===== src/logic/lrsc_defs.vh =====
// Purpose: Constants for the rail state control register bank.
// Assumes: Eight-bit register port with an eight-bit address.
// Notes: Field positions, offsets and reset values of the three rail registers.
`ifndef LRSC_DEFS_VH
`define LRSC_DEFS_VH
`define LRSC_ADDR_W 8
`define LRSC_DATA_W 8
`define LRSC_NUM_RAILS 3
`define LRSC_RAIL_HK 0
`define LRSC_RAIL_CORE 1
`define LRSC_RAIL_PANEL 2
`define LRSC_ADDR_HK 8'h41
`define LRSC_ADDR_CORE 8'h43
`define LRSC_ADDR_PANEL 8'h46
`define LRSC_RST_HK 8'h07
`define LRSC_RST_CORE 8'h3C
`define LRSC_RST_PANEL 8'h24
`define LRSC_RUN_MSB 2
`define LRSC_RUN_LSB 0
`define LRSC_EXIT_MSB 5
`define LRSC_EXIT_LSB 3
`define LRSC_FIELD_W 3
`define LRSC_VALID_BIT 2
`define LRSC_ST_OFF 3'h4
`define LRSC_ST_LOW 3'h5
`define LRSC_ZERO8 8'h00
`define LRSC_ZERO2 2'h0
`endif


===== src/logic/lrsc_ldo_rail_state_control.v =====
// Purpose: Control registers of three low-dropout rails sharing one input pin.
// Assumes: Register port and pins are synchronous to clk_sys_in.
// Notes: Read data is registered and appears one cycle after the read strobe.
// Notes: Rail status outputs are registered from the next run state, so they change
// on the same edge as the register write or standby-exit copy that causes them.
// Notes: Reserved run-state codes leave enable, low power and discharge all low.
// Notes: Event outputs are plain registered copies of the detector inputs.
`timescale 1ns/100ps
`include "lrsc_defs.vh"

module lrsc_ldo_rail_state_control (
  input wire clk_sys_in,
  input wire rst_in,
  input wire [`LRSC_ADDR_W-1:0] reg_addr_in,
  input wire [`LRSC_DATA_W-1:0] reg_wdata_in,
  input wire reg_wr_in,
  input wire reg_rd_in,
  input wire standby_exit_pin_in,
  input wire [`LRSC_NUM_RAILS-1:0] rail_overcurrent_in,
  input wire [`LRSC_NUM_RAILS-1:0] rail_undervoltage_in,
  output reg [`LRSC_DATA_W-1:0] reg_rdata_out,
  output reg reg_rvalid_out,
  output reg [`LRSC_NUM_RAILS-1:0] rail_enable_out,
  output reg [`LRSC_NUM_RAILS-1:0] rail_low_power_out,
  output reg [`LRSC_NUM_RAILS-1:0] rail_discharge_out,
  output reg [`LRSC_NUM_RAILS-1:0] rail_overcurrent_event_out,
  output reg [`LRSC_NUM_RAILS-1:0] rail_undervoltage_event_out
);

  ////////////////////////////////////////////////////////////////////////////
  // Address decode and reset values per rail.
  function [`LRSC_NUM_RAILS-1:0] lrsc_decode;
    input [`LRSC_ADDR_W-1:0] addr;
    begin
      lrsc_decode = {`LRSC_NUM_RAILS{1'b0}};
      if (addr == `LRSC_ADDR_HK) begin
        lrsc_decode[`LRSC_RAIL_HK] = 1'b1;
      end else if (addr == `LRSC_ADDR_CORE) begin
        lrsc_decode[`LRSC_RAIL_CORE] = 1'b1;
      end else if (addr == `LRSC_ADDR_PANEL) begin
        lrsc_decode[`LRSC_RAIL_PANEL] = 1'b1;
      end
    end
  endfunction

  function [`LRSC_DATA_W-1:0] lrsc_reset_value;
    input integer idx;
    begin
      if (idx == `LRSC_RAIL_HK) begin
        lrsc_reset_value = `LRSC_RST_HK;
      end else if (idx == `LRSC_RAIL_CORE) begin
        lrsc_reset_value = `LRSC_RST_CORE;
      end else begin
        lrsc_reset_value = `LRSC_RST_PANEL;
      end
    end
  endfunction

  ////////////////////////////////////////////////////////////////////////////
  // Field access and run-state decoding shared by all rails.
  function [`LRSC_FIELD_W-1:0] lrsc_run_field;
    input [`LRSC_DATA_W-1:0] word;
    begin
      lrsc_run_field = word[`LRSC_RUN_MSB:`LRSC_RUN_LSB];
    end
  endfunction

  function [`LRSC_FIELD_W-1:0] lrsc_exit_field;
    input [`LRSC_DATA_W-1:0] word;
    begin
      lrsc_exit_field = word[`LRSC_EXIT_MSB:`LRSC_EXIT_LSB];
    end
  endfunction

  function [`LRSC_DATA_W-1:0] lrsc_rail_word;
    input [`LRSC_FIELD_W-1:0] exit_field;
    input [`LRSC_FIELD_W-1:0] run_field;
    begin
      lrsc_rail_word = {`LRSC_ZERO2, exit_field, run_field};
    end
  endfunction

  function lrsc_state_on;
    input [`LRSC_FIELD_W-1:0] state;
    begin
      if (state[`LRSC_VALID_BIT] && (state != `LRSC_ST_OFF)) begin
        lrsc_state_on = 1'b1;
      end else begin
        lrsc_state_on = 1'b0;
      end
    end
  endfunction

  function lrsc_state_low;
    input [`LRSC_FIELD_W-1:0] state;
    begin
      if (state == `LRSC_ST_LOW) begin
        lrsc_state_low = 1'b1;
      end else begin
        lrsc_state_low = 1'b0;
      end
    end
  endfunction

  function lrsc_state_off;
    input [`LRSC_FIELD_W-1:0] state;
    begin
      if (state == `LRSC_ST_OFF) begin
        lrsc_state_off = 1'b1;
      end else begin
        lrsc_state_off = 1'b0;
      end
    end
  endfunction

  function lrsc_exit_copies;
    input [`LRSC_FIELD_W-1:0] exit_field;
    begin
      if (exit_field[`LRSC_VALID_BIT]) begin
        lrsc_exit_copies = 1'b1;
      end else begin
        lrsc_exit_copies = 1'b0;
      end
    end
  endfunction

  ////////////////////////////////////////////////////////////////////////////
  // Register selects and next-value vectors.
  wire [`LRSC_NUM_RAILS-1:0] sel_wr;
  wire [`LRSC_NUM_RAILS-1:0] sel_rd;
  wire [`LRSC_DATA_W*`LRSC_NUM_RAILS-1:0] reg_flat;
  wire [`LRSC_NUM_RAILS-1:0] nxt_enable;
  wire [`LRSC_NUM_RAILS-1:0] nxt_low_power;
  wire [`LRSC_NUM_RAILS-1:0] nxt_discharge;
  reg [`LRSC_DATA_W-1:0] nxt_rdata;

  assign sel_wr = lrsc_decode(reg_addr_in);
  assign sel_rd = lrsc_decode(reg_addr_in);

  ////////////////////////////////////////////////////////////////////////////
  // One control register per rail.
  genvar g;
  generate
    for (g = 0; g < `LRSC_NUM_RAILS; g = g + 1) begin : rail
      reg [`LRSC_FIELD_W-1:0] run_ff;
      reg [`LRSC_FIELD_W-1:0] exit_ff;
      reg [`LRSC_FIELD_W-1:0] nxt_run;
      reg [`LRSC_FIELD_W-1:0] nxt_exit;
      wire [`LRSC_DATA_W-1:0] rst_val;
      wire [`LRSC_FIELD_W-1:0] rst_run;
      wire [`LRSC_FIELD_W-1:0] rst_exit;
      wire [`LRSC_FIELD_W-1:0] wr_run;
      wire [`LRSC_FIELD_W-1:0] wr_exit;
      wire wr_hit;
      wire exit_copy;

      assign rst_val = lrsc_reset_value(g);
      assign rst_run = lrsc_run_field(rst_val);
      assign rst_exit = lrsc_exit_field(rst_val);
      assign wr_run = lrsc_run_field(reg_wdata_in);
      assign wr_exit = lrsc_exit_field(reg_wdata_in);
      assign wr_hit = reg_wr_in && sel_wr[g];
      assign exit_copy = standby_exit_pin_in && lrsc_exit_copies(exit_ff);
      assign reg_flat[g*`LRSC_DATA_W +: `LRSC_DATA_W] =
        lrsc_rail_word(exit_ff, run_ff);
      assign nxt_enable[g] = lrsc_state_on(nxt_run);
      assign nxt_low_power[g] = lrsc_state_low(nxt_run);
      assign nxt_discharge[g] = lrsc_state_off(nxt_run);

      // The exit field changes only on a write to this rail.
      always @* begin
        nxt_exit = exit_ff;
        if (wr_hit) begin
          nxt_exit = wr_exit;
        end
      end

      // The run state takes a write, and a standby-exit copy overrides it.
      always @* begin
        nxt_run = run_ff;
        if (wr_hit) begin
          nxt_run = wr_run;
        end
        if (exit_copy) begin
          nxt_run = exit_ff;
        end
      end

      always @(posedge clk_sys_in) begin
        if (rst_in) begin
          run_ff <= rst_run;
          exit_ff <= rst_exit;
        end else begin
          run_ff <= nxt_run;
          exit_ff <= nxt_exit;
        end
      end
    end
  endgenerate

  ////////////////////////////////////////////////////////////////////////////
  // Rail enable outputs follow the next run state.
  always @(posedge clk_sys_in) begin
    if (rst_in) begin
      rail_enable_out <= {`LRSC_NUM_RAILS{1'b0}};
    end else begin
      rail_enable_out <= nxt_enable;
    end
  end

  ////////////////////////////////////////////////////////////////////////////
  // Rail low-power outputs follow the next run state.
  always @(posedge clk_sys_in) begin
    if (rst_in) begin
      rail_low_power_out <= {`LRSC_NUM_RAILS{1'b0}};
    end else begin
      rail_low_power_out <= nxt_low_power;
    end
  end

  ////////////////////////////////////////////////////////////////////////////
  // Rail discharge outputs are high while a rail is off.
  always @(posedge clk_sys_in) begin
    if (rst_in) begin
      rail_discharge_out <= {`LRSC_NUM_RAILS{1'b0}};
    end else begin
      rail_discharge_out <= nxt_discharge;
    end
  end

  ////////////////////////////////////////////////////////////////////////////
  // Over-current events mirror the detectors one cycle late.
  // They are levels, so software sees the condition only while it lasts.
  always @(posedge clk_sys_in) begin
    if (rst_in) begin
      rail_overcurrent_event_out <= {`LRSC_NUM_RAILS{1'b0}};
    end else begin
      rail_overcurrent_event_out <= rail_overcurrent_in;
    end
  end

  ////////////////////////////////////////////////////////////////////////////
  // Under-voltage events mirror the detectors one cycle late.
  // They are levels, so software sees the condition only while it lasts.
  always @(posedge clk_sys_in) begin
    if (rst_in) begin
      rail_undervoltage_event_out <= {`LRSC_NUM_RAILS{1'b0}};
    end else begin
      rail_undervoltage_event_out <= rail_undervoltage_in;
    end
  end

  ////////////////////////////////////////////////////////////////////////////
  // Read valid is a one-cycle pulse after each read strobe.
  always @(posedge clk_sys_in) begin
    if (rst_in) begin
      reg_rvalid_out <= 1'b0;
    end else begin
      reg_rvalid_out <= reg_rd_in;
    end
  end

  ////////////////////////////////////////////////////////////////////////////
  // Read multiplexer; unmapped addresses and idle cycles read as zero.
  always @* begin
    nxt_rdata = `LRSC_ZERO8;
    if (!reg_rd_in) begin
      nxt_rdata = `LRSC_ZERO8;
    end else if (sel_rd[`LRSC_RAIL_HK]) begin
      nxt_rdata = reg_flat[`LRSC_RAIL_HK*`LRSC_DATA_W +: `LRSC_DATA_W];
    end else if (sel_rd[`LRSC_RAIL_CORE]) begin
      nxt_rdata = reg_flat[`LRSC_RAIL_CORE*`LRSC_DATA_W +: `LRSC_DATA_W];
    end else if (sel_rd[`LRSC_RAIL_PANEL]) begin
      nxt_rdata = reg_flat[`LRSC_RAIL_PANEL*`LRSC_DATA_W +: `LRSC_DATA_W];
    end
  end

  ////////////////////////////////////////////////////////////////////////////
  // Registered read data.
  always @(posedge clk_sys_in) begin
    if (rst_in) begin
      reg_rdata_out <= `LRSC_ZERO8;
    end else begin
      reg_rdata_out <= nxt_rdata;
    end
  end

endmodule


===== config.mk =====
export PLATFORM = sky130hd
export DESIGN_NAME = lrsc_ldo_rail_state_control
export DESIGN_NICKNAME = d
export VERILOG_FILES = /design/src/logic/lrsc_ldo_rail_state_control.v
export VERILOG_INCLUDE_DIRS = /design/src /design/src/logic
export SDC_FILE = /design/constraint.sdc
export NUM_CORES = 1
export LEC_CHECK = 0
export BUFFER_PORTS_ARGS = -buffer_cell sky130_fd_sc_hd__buf_2
export CAP_MARGIN = 30
export CORE_AREA = 10 10 68 70
export CTS_BUF_LIST = sky130_fd_sc_hd__clkbuf_2
export DETAILED_ROUTE_END_ITERATION = 8
export DIE_AREA = 0 0 78 80
export GPL_ROUTABILITY_DRIVEN = 0
export PLACE_DENSITY = 0.79
export SYNTH_ARGS = -nofsm -noshare
export SYNTH_HDL_FRONTEND = slang
export SYNTH_SLANG_ARGS = --single-unit

===== constraint.sdc =====
create_clock -name clk_sys_in -period 2.1 [get_ports clk_sys_in]
set_clock_uncertainty 0.15 [all_clocks]
set_input_delay 0.21 -clock clk_sys_in [delete_from_list [all_inputs] [get_ports clk_sys_in]]
set_output_delay 0.21 -clock clk_sys_in [all_outputs]
set_load 0.05 [all_outputs]

==> impl_metrics.env <==
export IMPL_status="finished, final reports clean"
export IMPL_via_count=1489
export IMPL_yosysWarnings=0
export IMPL_synth_enable_flop_cells=0
export IMPL_setup_viol=0
export IMPL_cts_tree="done"
export IMPL_finalWirelength_mm=4.092
export IMPL_cap_viol_max_count=0
export IMPL_fin_tns_setup_ns=0
export IMPL_ctsResizeCount=0
export IMPL_coreArea_um2=3284
export IMPL_slew_violations=0
export IMPL_ys_types=45
export IMPL_antenna_left=0
export IMPL_nets=256
export IMPL_cts_buffer_depth=2
export IMPL_yosysSeqAreaShare_pct=47.65
export IMPL_io_buffers=46
export IMPL_io_pins=51
export IMPL_syn2layout_area_growth_pct=26.28
export IMPL_clkLatencyLatePin_ns=0.39
export IMPL_cts_buffers=5
export IMPL_ir_drop_uv=312.8
export IMPL_timing_fmax_mhz=586.3
export IMPL_first_global_vias=1489
export IMPL_cts_hold_fix_buffers=13
export IMPL_cts_setup_buffers=0
export IMPL_die_h_um=80
export IMPL_root_buffer="clkbuf_2"
export IMPL_htree_num_levels=2
export IMPL_start_util_pct=51.16
export IMPL_cp_end_kind="flip-flop"
export IMPL_cts_sinks=40
export IMPL_finalHoldViolations=0
export IMPL_p_leak_nw=0.9551
export IMPL_fin_crit_sh_pct=81.22
export IMPL_antenna_found_initial=0
export IMPL_syn_avg_cell_area_um2=10.00
export IMPL_synth_cells=168
export IMPL_powerDensity_nw_per_um2=611.0
export IMPL_syn_cell_area_um2=1680
export IMPL_drt_initial_drc_count=89
export IMPL_path_class="in2reg"
export IMPL_cp_required_ns=2.28
export IMPL_critPathArrivalTime_ns=1.89
export IMPL_worst_path_max_fanout=6
export IMPL_grt_max_degree=29
export IMPL_n_antenna_cell=0
export IMPL_finalInstanceArea_um2=2122
export IMPL_critPathLaunchType="input port"
export IMPL_drc=0
export IMPL_reg2reg_slack_ns=0.45
export IMPL_whs_ns=0.04909
export IMPL_hpwl_mm=3.148
export IMPL_routedWlPerCell_um=14.88
export IMPL_die_w_um=78
export IMPL_nFillCells=270
export IMPL_die_area_um2=6240
export IMPL_ys_async_sr_fraction_pct=0
export IMPL_final_cell_mix="buf_2 (46), dfxtp_1 (40), nor2_1 (25)"
export IMPL_dpl_cell_area_um2=1959
export IMPL_dr_pass1_iters=4
export IMPL_rsz0062_at_grt="false"
export IMPL_final_common_cell="buf_2"
export IMPL_rows=21
export IMPL_hp_class="in2reg"
export IMPL_ys_seq_elements=40
export IMPL_overflow=0
export IMPL_routed_via_density=5.415
export IMPL_grt_pass1_wl_mm=6.934
export IMPL_timing_final_crit_period_ns=1.706
export IMPL_drive_above_1_share_pct=31.00
export IMPL_ys_flop_type="dfxtp_1"
export IMPL_clk_pin_slew_ns=0.17
export IMPL_final_util_pct=64.61
export IMPL_grt_use_total_pct=13.50
==> routing by layer <==
layer  global-route usage, %  vias to the layer above  share of wire [%]
li1                        -                      738                  -
met1                   15.15                      705                 43
met2                   22.97                       38                 49
met3                   4.392                        8                5.9
met4                   5.914                        0                1.8
met5                       0                        -                  0
==> final timing paths <==
kind | from | end | depth (start not counted)
worst max-delay path | reg_addr_in[5] | rail_discharge_out[1] | 5
worst min-delay path | reg_addr_in[6] | reg_rdata_out[3] | 3
worst max register to register | rail[1].exit_ff[2] | rail_discharge_out[1] | 5
worst min register to register | rail[1].exit_ff[1] | rail[1].exit_ff[1] | 1
==> synthesized netlist by cell type, drive strengths merged (4+ instances only) <==
| library cell | number | area share [%] |
|---|---|---|
| inv | 5 | 1.1 |
| nand2 | 4 | 0.89 |
| buf | 5 | 1.6 |
| a211o | 5 | 2.6 |
| clkbuf | 6 | 1.3 |
| mux2i | 6 | 3.6 |
| nor2b | 8 | 3.0 |
| mux2 | 6 | 4.0 |
| o311a | 4 | 2.4 |
| dfxtp | 40 | 48 |
| nor2 | 25 | 5.6 |
| a22oi | 6 | 2.7 |
==> worst max-delay path: stages <==
cell	delay, ns
buf_2	0.11
or4b_1	0.66
o311a_1	0.36
a221oi_2	0.32
nor3b_2	0.22
==> cells by family after synthesis <==
| group | Yosys count | share of synthesized area, % |
|---|---|---|
| other | 1 | 0.2232 |
| DFF | 40 | 47.65 |
| and+or+nand+nor | 64 | 22.19 |
| muxes | 12 | 7.595 |
| AOI/OAI and AO/OA | 35 | 18.24 |
| buffers and inverters | 16 | 4.095 |
==> layout make-up <==
type | instances | area [µm²] | share of cell area [%]
Multi-Input combinational cell | 113 | 814.5 | 38.38
Sequential cell | 40 | 800.8 | 37.74
Timing Repair Buffer | 64 | 397.9 | 18.75
Tap cell | 46 | 57.56 | 2.712
Clock buffer | 5 | 25.02 | 1.179
Inverter | 5 | 18.77 | 0.8844
Clock inverter | 2 | 7.507 | 0.3538
==> flip-flops by register name, summed over array words and instances (netlist names) <==
| signal | count |
|---|---|
| reg_rvalid_out | 1 |
| rail_enable_out | 3 |
| rail_undervoltage_event_out | 3 |
| rail_low_power_out | 3 |
| reg_rdata_out | 6 |
| rail_discharge_out | 3 |
| rail.run_ff | 9 |
| rail_overcurrent_event_out | 3 |
| rail.exit_ff | 9 |
==> where the power goes <==
group / internal, mW / total (mW) / switching, mW / leakage [nW]
Combinational: 0.0819 / 0.221 / 0.139 / 0.604
Sequential: 0.780 / 0.786 / 0.00625 / 0.327
Clock: 0.0685 / 0.289 / 0.221 / 0.0239
==> stage by stage <==
step	worst slack, ns	instances	total power [mW]
floorplan	0.2653	169	0.9447
global placement	0.02692	255	1.002
detailed placement	0.006951	255	1.005
CTS	0.4319	275	1.310
global route	0.3184	275	1.358
finish	0.3943	275	1.296
Power figures use the tool's default switching activity.
